==> src/inc/ur_pkg.sv <==
// Constants and types shared by the asynchronous receiver.
package ur_pkg;
    localparam int ADDR_W = 4;
    localparam int DATA_W = 8;
    // Register indices on the plain register port.
    localparam logic [3:0] IDX_RX_STATUS_CONTROL = 4'h0;
    localparam logic [3:0] IDX_RECEIVE_DATA = 4'h1;
    localparam logic [3:0] IDX_TX_STATUS_CONTROL = 4'h2;
    localparam logic [3:0] IDX_BAUD_CONTROL = 4'h3;
    localparam logic [3:0] IDX_BAUD_DIV_LOW = 4'h4;
    localparam logic [3:0] IDX_BAUD_DIV_HIGH = 4'h5;
    localparam logic [3:0] IDX_PERIPH_IRQ_ENABLE = 4'h6;
    localparam logic [3:0] IDX_PERIPH_IRQ_FLAGS = 4'h7;
    localparam logic [3:0] IDX_IRQ_CONTROL = 4'h8;
    // Field positions.
    localparam int RS_PORT_EN = 7;
    localparam int RS_NINE_SEL = 6;
    localparam int RS_RX_EN = 4;
    localparam int RS_ADDR_DET = 3;
    localparam int RS_FRAME_ERR = 2;
    localparam int RS_OVERRUN = 1;
    localparam int RS_NINTH = 0;
    localparam int TS_SYNC = 4;
    localparam int TS_HIGH_SPEED = 2;
    localparam int TS_TRMT = 1;
    localparam int BC_RCIDL = 6;
    localparam int BC_WIDE_DIV = 3;
    localparam int PIE_RX_IRQ = 5;
    localparam int PIR_RX_PEND = 5;
    localparam int IC_GLOBAL = 7;
    localparam int IC_PERIPH = 6;
    // Writable bits of the mixed registers.
    localparam logic [7:0] RS_WMASK = 8'hf8;
    localparam logic [7:0] TS_WMASK = 8'hfd;
    localparam logic [7:0] BC_WMASK = 8'h1b;
    localparam logic [7:0] IC_WMASK = 8'hc0;
    // Oversampling and framing.
    localparam logic [3:0] OSR_LAST = 4'hf;
    localparam logic [3:0] HALF_LAST = 4'h7;
    localparam logic [3:0] BITS8_LAST = 4'h7;
    localparam logic [3:0] BITS9_LAST = 4'h8;
    localparam logic [1:0] FIFO_FULL = 2'h2;

    typedef enum logic [1:0] {RX_IDLE, RX_START, RX_DATA, RX_STOP} ur_rx_e;

    typedef struct packed {
        logic fe;
        logic [8:0] data;
    } ur_entry_s;

    typedef struct packed {
        ur_rx_e fsm;
        logic [3:0] tick_cnt;
        logic [3:0] bit_cnt;
        logic [2:0] hist;
        logic [8:0] shift;
        ur_entry_s [1:0] fifo;
        logic rd_ptr;
        logic wr_ptr;
        logic [1:0] count;
        logic ovr;
        logic pend;
        logic irq;
        logic [7:0] rs_ctl;
        logic [7:0] ts_ctl;
        logic [7:0] bc_ctl;
        logic [7:0] pie;
        logic [7:0] ic_ctl;
        logic [7:0] div_lo;
        logic [7:0] div_hi;
        logic [7:0] rdata;
    } ur_state_s;

    localparam ur_state_s ST_RESET = '0;
endpackage
==> src/core/ur_receiver.sv <==
// Asynchronous serial receiver with two-entry FIFO and register port.
// Notes on behaviour
// - A character starts only on a falling line edge while idle.
// - Half a bit later the start is rechecked; a one drops it silently.
// - Each following data bit centre gets a majority sample shifted in.
// - The stop position sampled low marks the character framing-errored.
// - A finished character goes into the FIFO and raises the pending flag.
// - Reading receive data returns the oldest character and pops it.
// - Pending is high while enabled with an unread character; writes ignored.
// - Pending follows the FIFO; interrupt needs all three enables.
// - Each entry keeps its framing bit; status shows the oldest one.
// - Framing errors never block reception; popping exposes the next.
// - Framing status clears on port disable or when its entry is popped; it raises no interrupt.
// - A third complete character with both entries full sets overrun.
// - During overrun stored characters stay readable, new ones are dropped.
// - Overrun clears only by receive enable off or port disable.
// - Nine-bit mode shifts nine bits; the ninth shows in status.
// - Address detection in nine-bit mode admits only characters with the ninth bit set.
// - The receiver runs only with receive, port enable and async mode.
// - Recovery runs on the sixteen-times tick, shifting once per bit.
//
// Added by the designer: the register offsets and strobed register access.
`timescale 1ns/100ps
module ur_receiver
(
    // Clock and reset.
    input wire logic core_clk_in,
    input wire logic reset_in,
    // Register port.
    input wire logic [ur_pkg::ADDR_W-1:0] reg_addr_in,
    input wire logic [ur_pkg::DATA_W-1:0] reg_wdata_in,
    input wire logic reg_wr_in,
    input wire logic reg_rd_in,
    output logic [ur_pkg::DATA_W-1:0] reg_rdata_out,
    // Line and baud tick.
    input wire logic rx_line_in,
    input wire logic baud_tick_in,
    // Baud generator settings.
    output logic [15:0] baud_divisor_out,
    output logic high_speed_baud_select_out,
    output logic wide_baud_divisor_select_out,
    // Interrupt request.
    output logic rx_irq_out
);

    ur_pkg::ur_state_s st_q;
    ur_pkg::ur_state_s st_d;
    logic rx_en;
    logic center;
    logic maj;
    logic done;
    logic push;
    logic pop;
    logic [8:0] char_val;
    logic [3:0] last_bit;

    function automatic logic maj3(input logic a, input logic b, input logic c);
        maj3 = (a & b) | (a & c) | (b & c);
    endfunction

    function automatic logic rx_enabled(input ur_pkg::ur_state_s s);
        rx_enabled = s.rs_ctl[ur_pkg::RS_RX_EN] & s.rs_ctl[ur_pkg::RS_PORT_EN]
            & ~s.ts_ctl[ur_pkg::TS_SYNC];
    endfunction

    function automatic logic [7:0] rd_mux(input ur_pkg::ur_state_s s, input logic [3:0] a);
        ur_pkg::ur_entry_s head;
        logic has;
        has = s.count != 2'h0;
        head = s.fifo[s.rd_ptr];
        rd_mux = 8'h00;
        case (a)
            ur_pkg::IDX_RX_STATUS_CONTROL:
            begin
                rd_mux = s.rs_ctl & ur_pkg::RS_WMASK;
                rd_mux[ur_pkg::RS_FRAME_ERR] = has & head.fe;
                rd_mux[ur_pkg::RS_OVERRUN] = s.ovr;
                rd_mux[ur_pkg::RS_NINTH] = has & head.data[8];
            end
            ur_pkg::IDX_RECEIVE_DATA:
                rd_mux = has ? head.data[7:0] : 8'h00;
            ur_pkg::IDX_TX_STATUS_CONTROL:
            begin
                rd_mux = s.ts_ctl & ur_pkg::TS_WMASK;
                // No transmitter lives here, so its shifter always reads empty.
                rd_mux[ur_pkg::TS_TRMT] = 1'b1;
            end
            ur_pkg::IDX_BAUD_CONTROL:
            begin
                rd_mux = s.bc_ctl & ur_pkg::BC_WMASK;
                rd_mux[ur_pkg::BC_RCIDL] = s.fsm == ur_pkg::RX_IDLE;
            end
            ur_pkg::IDX_BAUD_DIV_LOW:
                rd_mux = s.div_lo;
            ur_pkg::IDX_BAUD_DIV_HIGH:
                rd_mux = s.div_hi;
            ur_pkg::IDX_PERIPH_IRQ_ENABLE:
                rd_mux = s.pie;
            ur_pkg::IDX_PERIPH_IRQ_FLAGS:
                rd_mux[ur_pkg::PIR_RX_PEND] = s.pend;
            ur_pkg::IDX_IRQ_CONTROL:
                rd_mux = s.ic_ctl & ur_pkg::IC_WMASK;
            default:
                rd_mux = 8'h00;
        endcase
    endfunction

    always_comb
    begin
        st_d = st_q;
        rx_en = rx_enabled(st_q);
        last_bit = st_q.rs_ctl[ur_pkg::RS_NINE_SEL] ? ur_pkg::BITS9_LAST : ur_pkg::BITS8_LAST;
        maj = maj3(st_q.hist[1], st_q.hist[0], rx_line_in);
        center = 1'b0;
        done = 1'b0;
        push = 1'b0;
        char_val = st_q.rs_ctl[ur_pkg::RS_NINE_SEL] ? st_q.shift : {1'b0, st_q.shift[8:1]};
        pop = reg_rd_in && reg_addr_in == ur_pkg::IDX_RECEIVE_DATA
            && st_q.count != 2'h0;

        // Register writes; read-only bits are masked off.
        if (reg_wr_in)
        begin
            case (reg_addr_in)
                ur_pkg::IDX_RX_STATUS_CONTROL:
                begin
                    st_d.rs_ctl = reg_wdata_in & ur_pkg::RS_WMASK;
                    if (!reg_wdata_in[ur_pkg::RS_RX_EN])
                    begin
                        st_d.ovr = 1'b0;
                    end
                end
                ur_pkg::IDX_TX_STATUS_CONTROL:
                    st_d.ts_ctl = reg_wdata_in & ur_pkg::TS_WMASK;
                ur_pkg::IDX_BAUD_CONTROL:
                    st_d.bc_ctl = reg_wdata_in & ur_pkg::BC_WMASK;
                ur_pkg::IDX_BAUD_DIV_LOW:
                    st_d.div_lo = reg_wdata_in;
                ur_pkg::IDX_BAUD_DIV_HIGH:
                    st_d.div_hi = reg_wdata_in;
                ur_pkg::IDX_PERIPH_IRQ_ENABLE:
                    st_d.pie = reg_wdata_in;
                ur_pkg::IDX_IRQ_CONTROL:
                    st_d.ic_ctl = reg_wdata_in & ur_pkg::IC_WMASK;
                default:
                    st_d.rdata = st_q.rdata;
            endcase
        end

        // Read data stands for exactly one cycle after the strobe.
        st_d.rdata = reg_rd_in ? rd_mux(st_q, reg_addr_in) : 8'h00;

        // Data recovery, advanced only on the oversampling tick.
        if (!rx_en)
        begin
            st_d.fsm = ur_pkg::RX_IDLE;
            st_d.tick_cnt = 4'h0;
            st_d.bit_cnt = 4'h0;
        end
        else if (baud_tick_in)
        begin
            st_d.hist = {st_q.hist[1:0], rx_line_in};
            st_d.tick_cnt = st_q.tick_cnt + 4'h1;
            case (st_q.fsm)
                ur_pkg::RX_IDLE:
                begin
                    st_d.tick_cnt = 4'h0;
                    if (st_q.hist[0] && !rx_line_in)
                    begin
                        st_d.fsm = ur_pkg::RX_START;
                    end
                end
                ur_pkg::RX_START:
                begin
                    if (st_q.tick_cnt == ur_pkg::HALF_LAST)
                    begin
                        center = 1'b1;
                        st_d.tick_cnt = 4'h0;
                        st_d.bit_cnt = 4'h0;
                        // A glitch is abandoned without any error flag.
                        st_d.fsm = maj ? ur_pkg::RX_IDLE : ur_pkg::RX_DATA;
                    end
                end
                ur_pkg::RX_DATA:
                begin
                    if (st_q.tick_cnt == ur_pkg::OSR_LAST)
                    begin
                        center = 1'b1;
                        st_d.shift = {maj, st_q.shift[8:1]};
                        st_d.bit_cnt = st_q.bit_cnt + 4'h1;
                        if (st_q.bit_cnt == last_bit)
                        begin
                            st_d.fsm = ur_pkg::RX_STOP;
                        end
                    end
                end
                ur_pkg::RX_STOP:
                begin
                    if (st_q.tick_cnt == ur_pkg::OSR_LAST)
                    begin
                        center = 1'b1;
                        done = 1'b1;
                        st_d.fsm = ur_pkg::RX_IDLE;
                    end
                end
                default:
                    st_d.fsm = ur_pkg::RX_IDLE;
            endcase
        end

        // A finished character is kept, filtered out, or turned into overrun.
        if (done && !st_q.ovr)
        begin
            if (st_q.rs_ctl[ur_pkg::RS_ADDR_DET] && st_q.rs_ctl[ur_pkg::RS_NINE_SEL]
                && !char_val[8])
            begin
                push = 1'b0;
            end
            else if (st_q.count == ur_pkg::FIFO_FULL && !pop)
            begin
                st_d.ovr = 1'b1;
            end
            else
            begin
                push = 1'b1;
            end
        end

        if (push)
        begin
            st_d.fifo[st_q.wr_ptr].data = char_val;
            st_d.fifo[st_q.wr_ptr].fe = ~maj;
            st_d.wr_ptr = ~st_q.wr_ptr;
        end
        if (pop)
        begin
            st_d.rd_ptr = ~st_q.rd_ptr;
        end
        case ({push, pop})
            2'b10:
                st_d.count = st_q.count + 2'h1;
            2'b01:
                st_d.count = st_q.count - 2'h1;
            default:
                st_d.count = st_q.count;
        endcase

        // Port disable resets the unit; framing state goes with the FIFO.
        if (!st_d.rs_ctl[ur_pkg::RS_PORT_EN])
        begin
            st_d.fsm = ur_pkg::RX_IDLE;
            st_d.count = 2'h0;
            st_d.rd_ptr = 1'b0;
            st_d.wr_ptr = 1'b0;
            st_d.ovr = 1'b0;
        end

        st_d.pend = rx_enabled(st_d) && st_d.count != 2'h0;
        // Framing errors do not enter this term, so they never interrupt.
        st_d.irq = st_d.pend && st_d.pie[ur_pkg::PIE_RX_IRQ]
            && st_d.ic_ctl[ur_pkg::IC_PERIPH] && st_d.ic_ctl[ur_pkg::IC_GLOBAL];
    end

    always_ff @(posedge core_clk_in or posedge reset_in)
    begin
        if (reset_in)
        begin
            st_q <= ur_pkg::ST_RESET;
        end
        else
        begin
            st_q <= st_d;
        end
    end

    assign reg_rdata_out = st_q.rdata;
    assign baud_divisor_out = {st_q.div_hi, st_q.div_lo};
    assign high_speed_baud_select_out = st_q.ts_ctl[ur_pkg::TS_HIGH_SPEED];
    assign wide_baud_divisor_select_out = st_q.bc_ctl[ur_pkg::BC_WIDE_DIV];
    assign rx_irq_out = st_q.irq;
endmodule

==> config.mk <==
export PLATFORM = sky130hd
export DESIGN_NAME = ur_receiver
export DESIGN_NICKNAME = d
export VERILOG_FILES = /design/src/inc/ur_pkg.sv /design/src/core/ur_receiver.sv
export SDC_FILE = /design/constraint.sdc
export NUM_CORES = 1
export LEC_CHECK = 0
export BUFFER_PORTS_ARGS = -buffer_cell sky130_fd_sc_hd__buf_2
export CAP_MARGIN = 40
export CORE_ASPECT_RATIO = 2
export CORE_MARGIN = 2
export CORE_UTILIZATION = 60
export DETAILED_ROUTE_END_ITERATION = 16
export PLACE_DENSITY_LB_ADDON = 0.2
export SLEW_MARGIN = 10
export SYNTH_ARGS = -nofsm -noshare
export SYNTH_HDL_FRONTEND = slang
export SYNTH_SLANG_ARGS = --single-unit
==> constraint.sdc <==
create_clock -name core_clk_in -period 3.6 [get_ports core_clk_in]
set_input_delay 0 -clock core_clk_in [delete_from_list [all_inputs] [get_ports core_clk_in]]
set_output_delay 0 -clock core_clk_in [all_outputs]
set_load 0.01 [all_outputs]
==> impl_metrics.ini <==
[outcome]
outcome = completed

[pwr]
power_w = 0.00265
vdd_ir_drop_max_mv = 0.442
pwr-share-comb_pct = 15.3
total_leakage_power_nw = 2.50
p_per_area_mw_per_mm2 = 483
power.share.clock_pct = 34.6
seqPwrFrac_pct = 50.2
p_sw_share_pct = 26.3
switching_power_w = 0.000696
intPower_w = 0.00195

[finish]
layout.nets = 482
mostFrequentLayoutCells = dfrtp_1, mux2_2, buf_2
final_layout_size_suffix_gt1_share_pct = 30.5
area_growth_pct = 8.81
stdcell_area_sq_mm = 0.00548
diodes = 0
final_common_cell = dfrtp_1

[logic_synthesis]
ys_ff_latch = 98
netlist_instances = 439
synthTopCellsByArea = dfrtp_1, mux2_2, mux2i_1
synth_edf_count = 0
ys_types = 57
synth-main-ff-cell = dfrtp_1
synth_area_leader_cell = dfrtp_1
synth_seq_area_share_pct = 48.7
syn_area_per_cell_sq_um = 11.5
synthArstFlopShare_pct = 100
synthesis.nets = 460
synth_area_sq_mm = 0.00504
synth_top_area_share_pct = 48.7
yosysWarnings = 0

[critical_path]
start_kind = register
worstSetupEndpointType = register
cp_data_arrival_time_ps = 2740
required_ps = 3880
critPathMaxFanout = 14
crit_type = register to register

[detailed_routing]
firstDrtPassIters = 5
drtAntennaViolNets = 0
via_count = 3409
drc = 0
wl_per_cell_microns = 19.2
finalWirelength_mm = 10.8
viasPerCell = 6.04
first_iter_violations = 310

[sta]
worst_pin_slew_ps = 799
grt_setup_unrepaired = no
final.setup.tns_ps = 0
period_needed_ps = 2470
min_period_over_period_pct = 68.5
hold_violations = 0
drv_slew = 0
clock_skew_ps = 5.94
relSlewSlack_pct = 46.4
max_freq_mhz = 405
setup_viol = 0

[global_routing]
grtUsageMet3_pct = 5.07
grt_overflow_total = 0
grt.met2_usage_pct = 42.5
use_met1_pct = 33.3
grt_pass1_vias = 3434
track_usage_pct = 26.1
antenna_found_initial = 0
top_usage_layer = met2
grt_pass1_wl_mm = 17.6
grt_max_degree = 65

[clock_network]
cts_tree = built
clock_sinks = 98
clock_path_buffers = 2
path_clk_slew_ps = 60
postCtsSetupRepairBufs = 0
worstSkewPairLatency_ps = 340
cts_buffers = 9
cts.repair.resized = 0
holdBufCountCts = 8
cts_htree_levels = 3
cts-root-buf = clkbuf_16

[job]
maxCapViolCount = 0

[die]
io_pins = 45
die_h_microns = 134
start_util_pct = 61.2
core.rowCount = 47
core_area_sq_mm = 0.00823
die_area_sq_mm = 0.00919
die_w_microns = 68.8

[placed_design]
gp_congestion = 0.931
numPortBuffers = 44
placed_area_sq_mm = 0.00512
dp_hpwl_mm = 7.75

[worst_hold_path]
hp-class = input pin to register
-- state kept, by name, indices dropped and copies added (netlist names) --
signal                        flops
high_speed_baud_select_out        1
baud_divisor_out                 16
wide_baud_divisor_select_out      1
st_q                             71
rx_irq_out                        1
reg_rdata_out                     8
-- area by class of cell --
cell class | count | area [sq um]
clock inverters | 1 | 7.51
well taps | 98 | 123
fillers | 667 | 2750
repair buffers | 53 | 308
flip-flops and latches | 98 | 2450
inverters | 14 | 55.1
multi-input cells | 285 | 2260
clock buffers | 15 | 278
-- power by group through the flow --
stage	logic (W)	registers [W]	clock network, W
after detailed placement	0.000401	0.00135	0
final	0.000404	0.00133	0.000914
after global placement	0.000389	0.00134	0
after CTS	0.000409	0.00133	0.000929
after floorplan	0.000347	0.00131	0
after global routing	0.000442	0.00134	0.000985
-- cell families (layout without fill, tap and decap cells) --
family,after synthesis,count (layout),synth area share [%]
buffers and inverters,56,83,6.48
DFF,98,98,48.7
adders and majority gates,4,4,0.943
and+or+nand+nor,106,106,12.4
xor gates and xnor gates,4,4,0.695
muxes,97,97,21.3
AOI/OAI and AO/OA,74,74,9.53
-- Yosys cell counts (3+ instances only) --
library cell and n:
mux2i_1 26, dfrtp_1 98, nor2_1 23, or2_2 3, a31oi_1 4, a21oi_1 19
nand3_1 7, nor2b_1 7, o21a_1 4, nand3b_1 6, nand2_1 26, buf_1 4
inv_1 13, a22o_1 3, nor3_1 7, clkbuf_1 5, and3b_1 3, a22oi_1 3
ha_1 3, buf_2 5, o22ai_1 7, xnor2_1 4, mux2_2 69, o21ai_0 19
buf_4 25
-- stage by stage --
| step | hold slack (ps) | worst slack (ps) | util, % | cells |
|---|---|---|---|---|
| 2_1_floorplan | 141 | 1040 | - | 439 |
| 3_3_place_gp | 190 | 1210 | 62.2 | 540 |
| 3_5_place_dp | 210 | 1150 | 62.2 | 540 |
| 4_1_cts | 1.62 | 1140 | 66.6 | 564 |
| 5_1_grt | 14.1 | 879 | 66.6 | 564 |
| 6_report | 14.6 | 1130 | 66.6 | 564 |
-- critical path, cell delays in order, from the launching register on --
cell	delay [ps]
dfrtp_1	590
and3b_1	340
nor4_1	280
nand2b_1	130
ha_1	320
nor2b_1	150
a21oi_1	110
o21ai_0	80
nor3_1	210
and3_1	190
-- final timing paths --
path                            cells after the start  slack (ps)       startpoint         end
worst min-delay path                                2          10  reg_wdata_in[6]    st_q[30]
worst max register to register                      9        1130         st_q[62]  rx_irq_out
max in group asynchronous                           4        2290         reset_in    st_q[41]
min in group asynchronous                           3         360         reset_in   st_q[101]
worst min register to register                      2         490         st_q[89]    st_q[89]
worst max-delay path                                9        1130         st_q[62]  rx_irq_out
-- per-layer routing --
layer,vias to the layer above,share of wire (%)
li1,1601,-
met2,80,53
met5,-,0
met1,1706,40
met4,0,3.3
met3,22,3.5
Note: power is estimated with default switching activity, not from simulation.
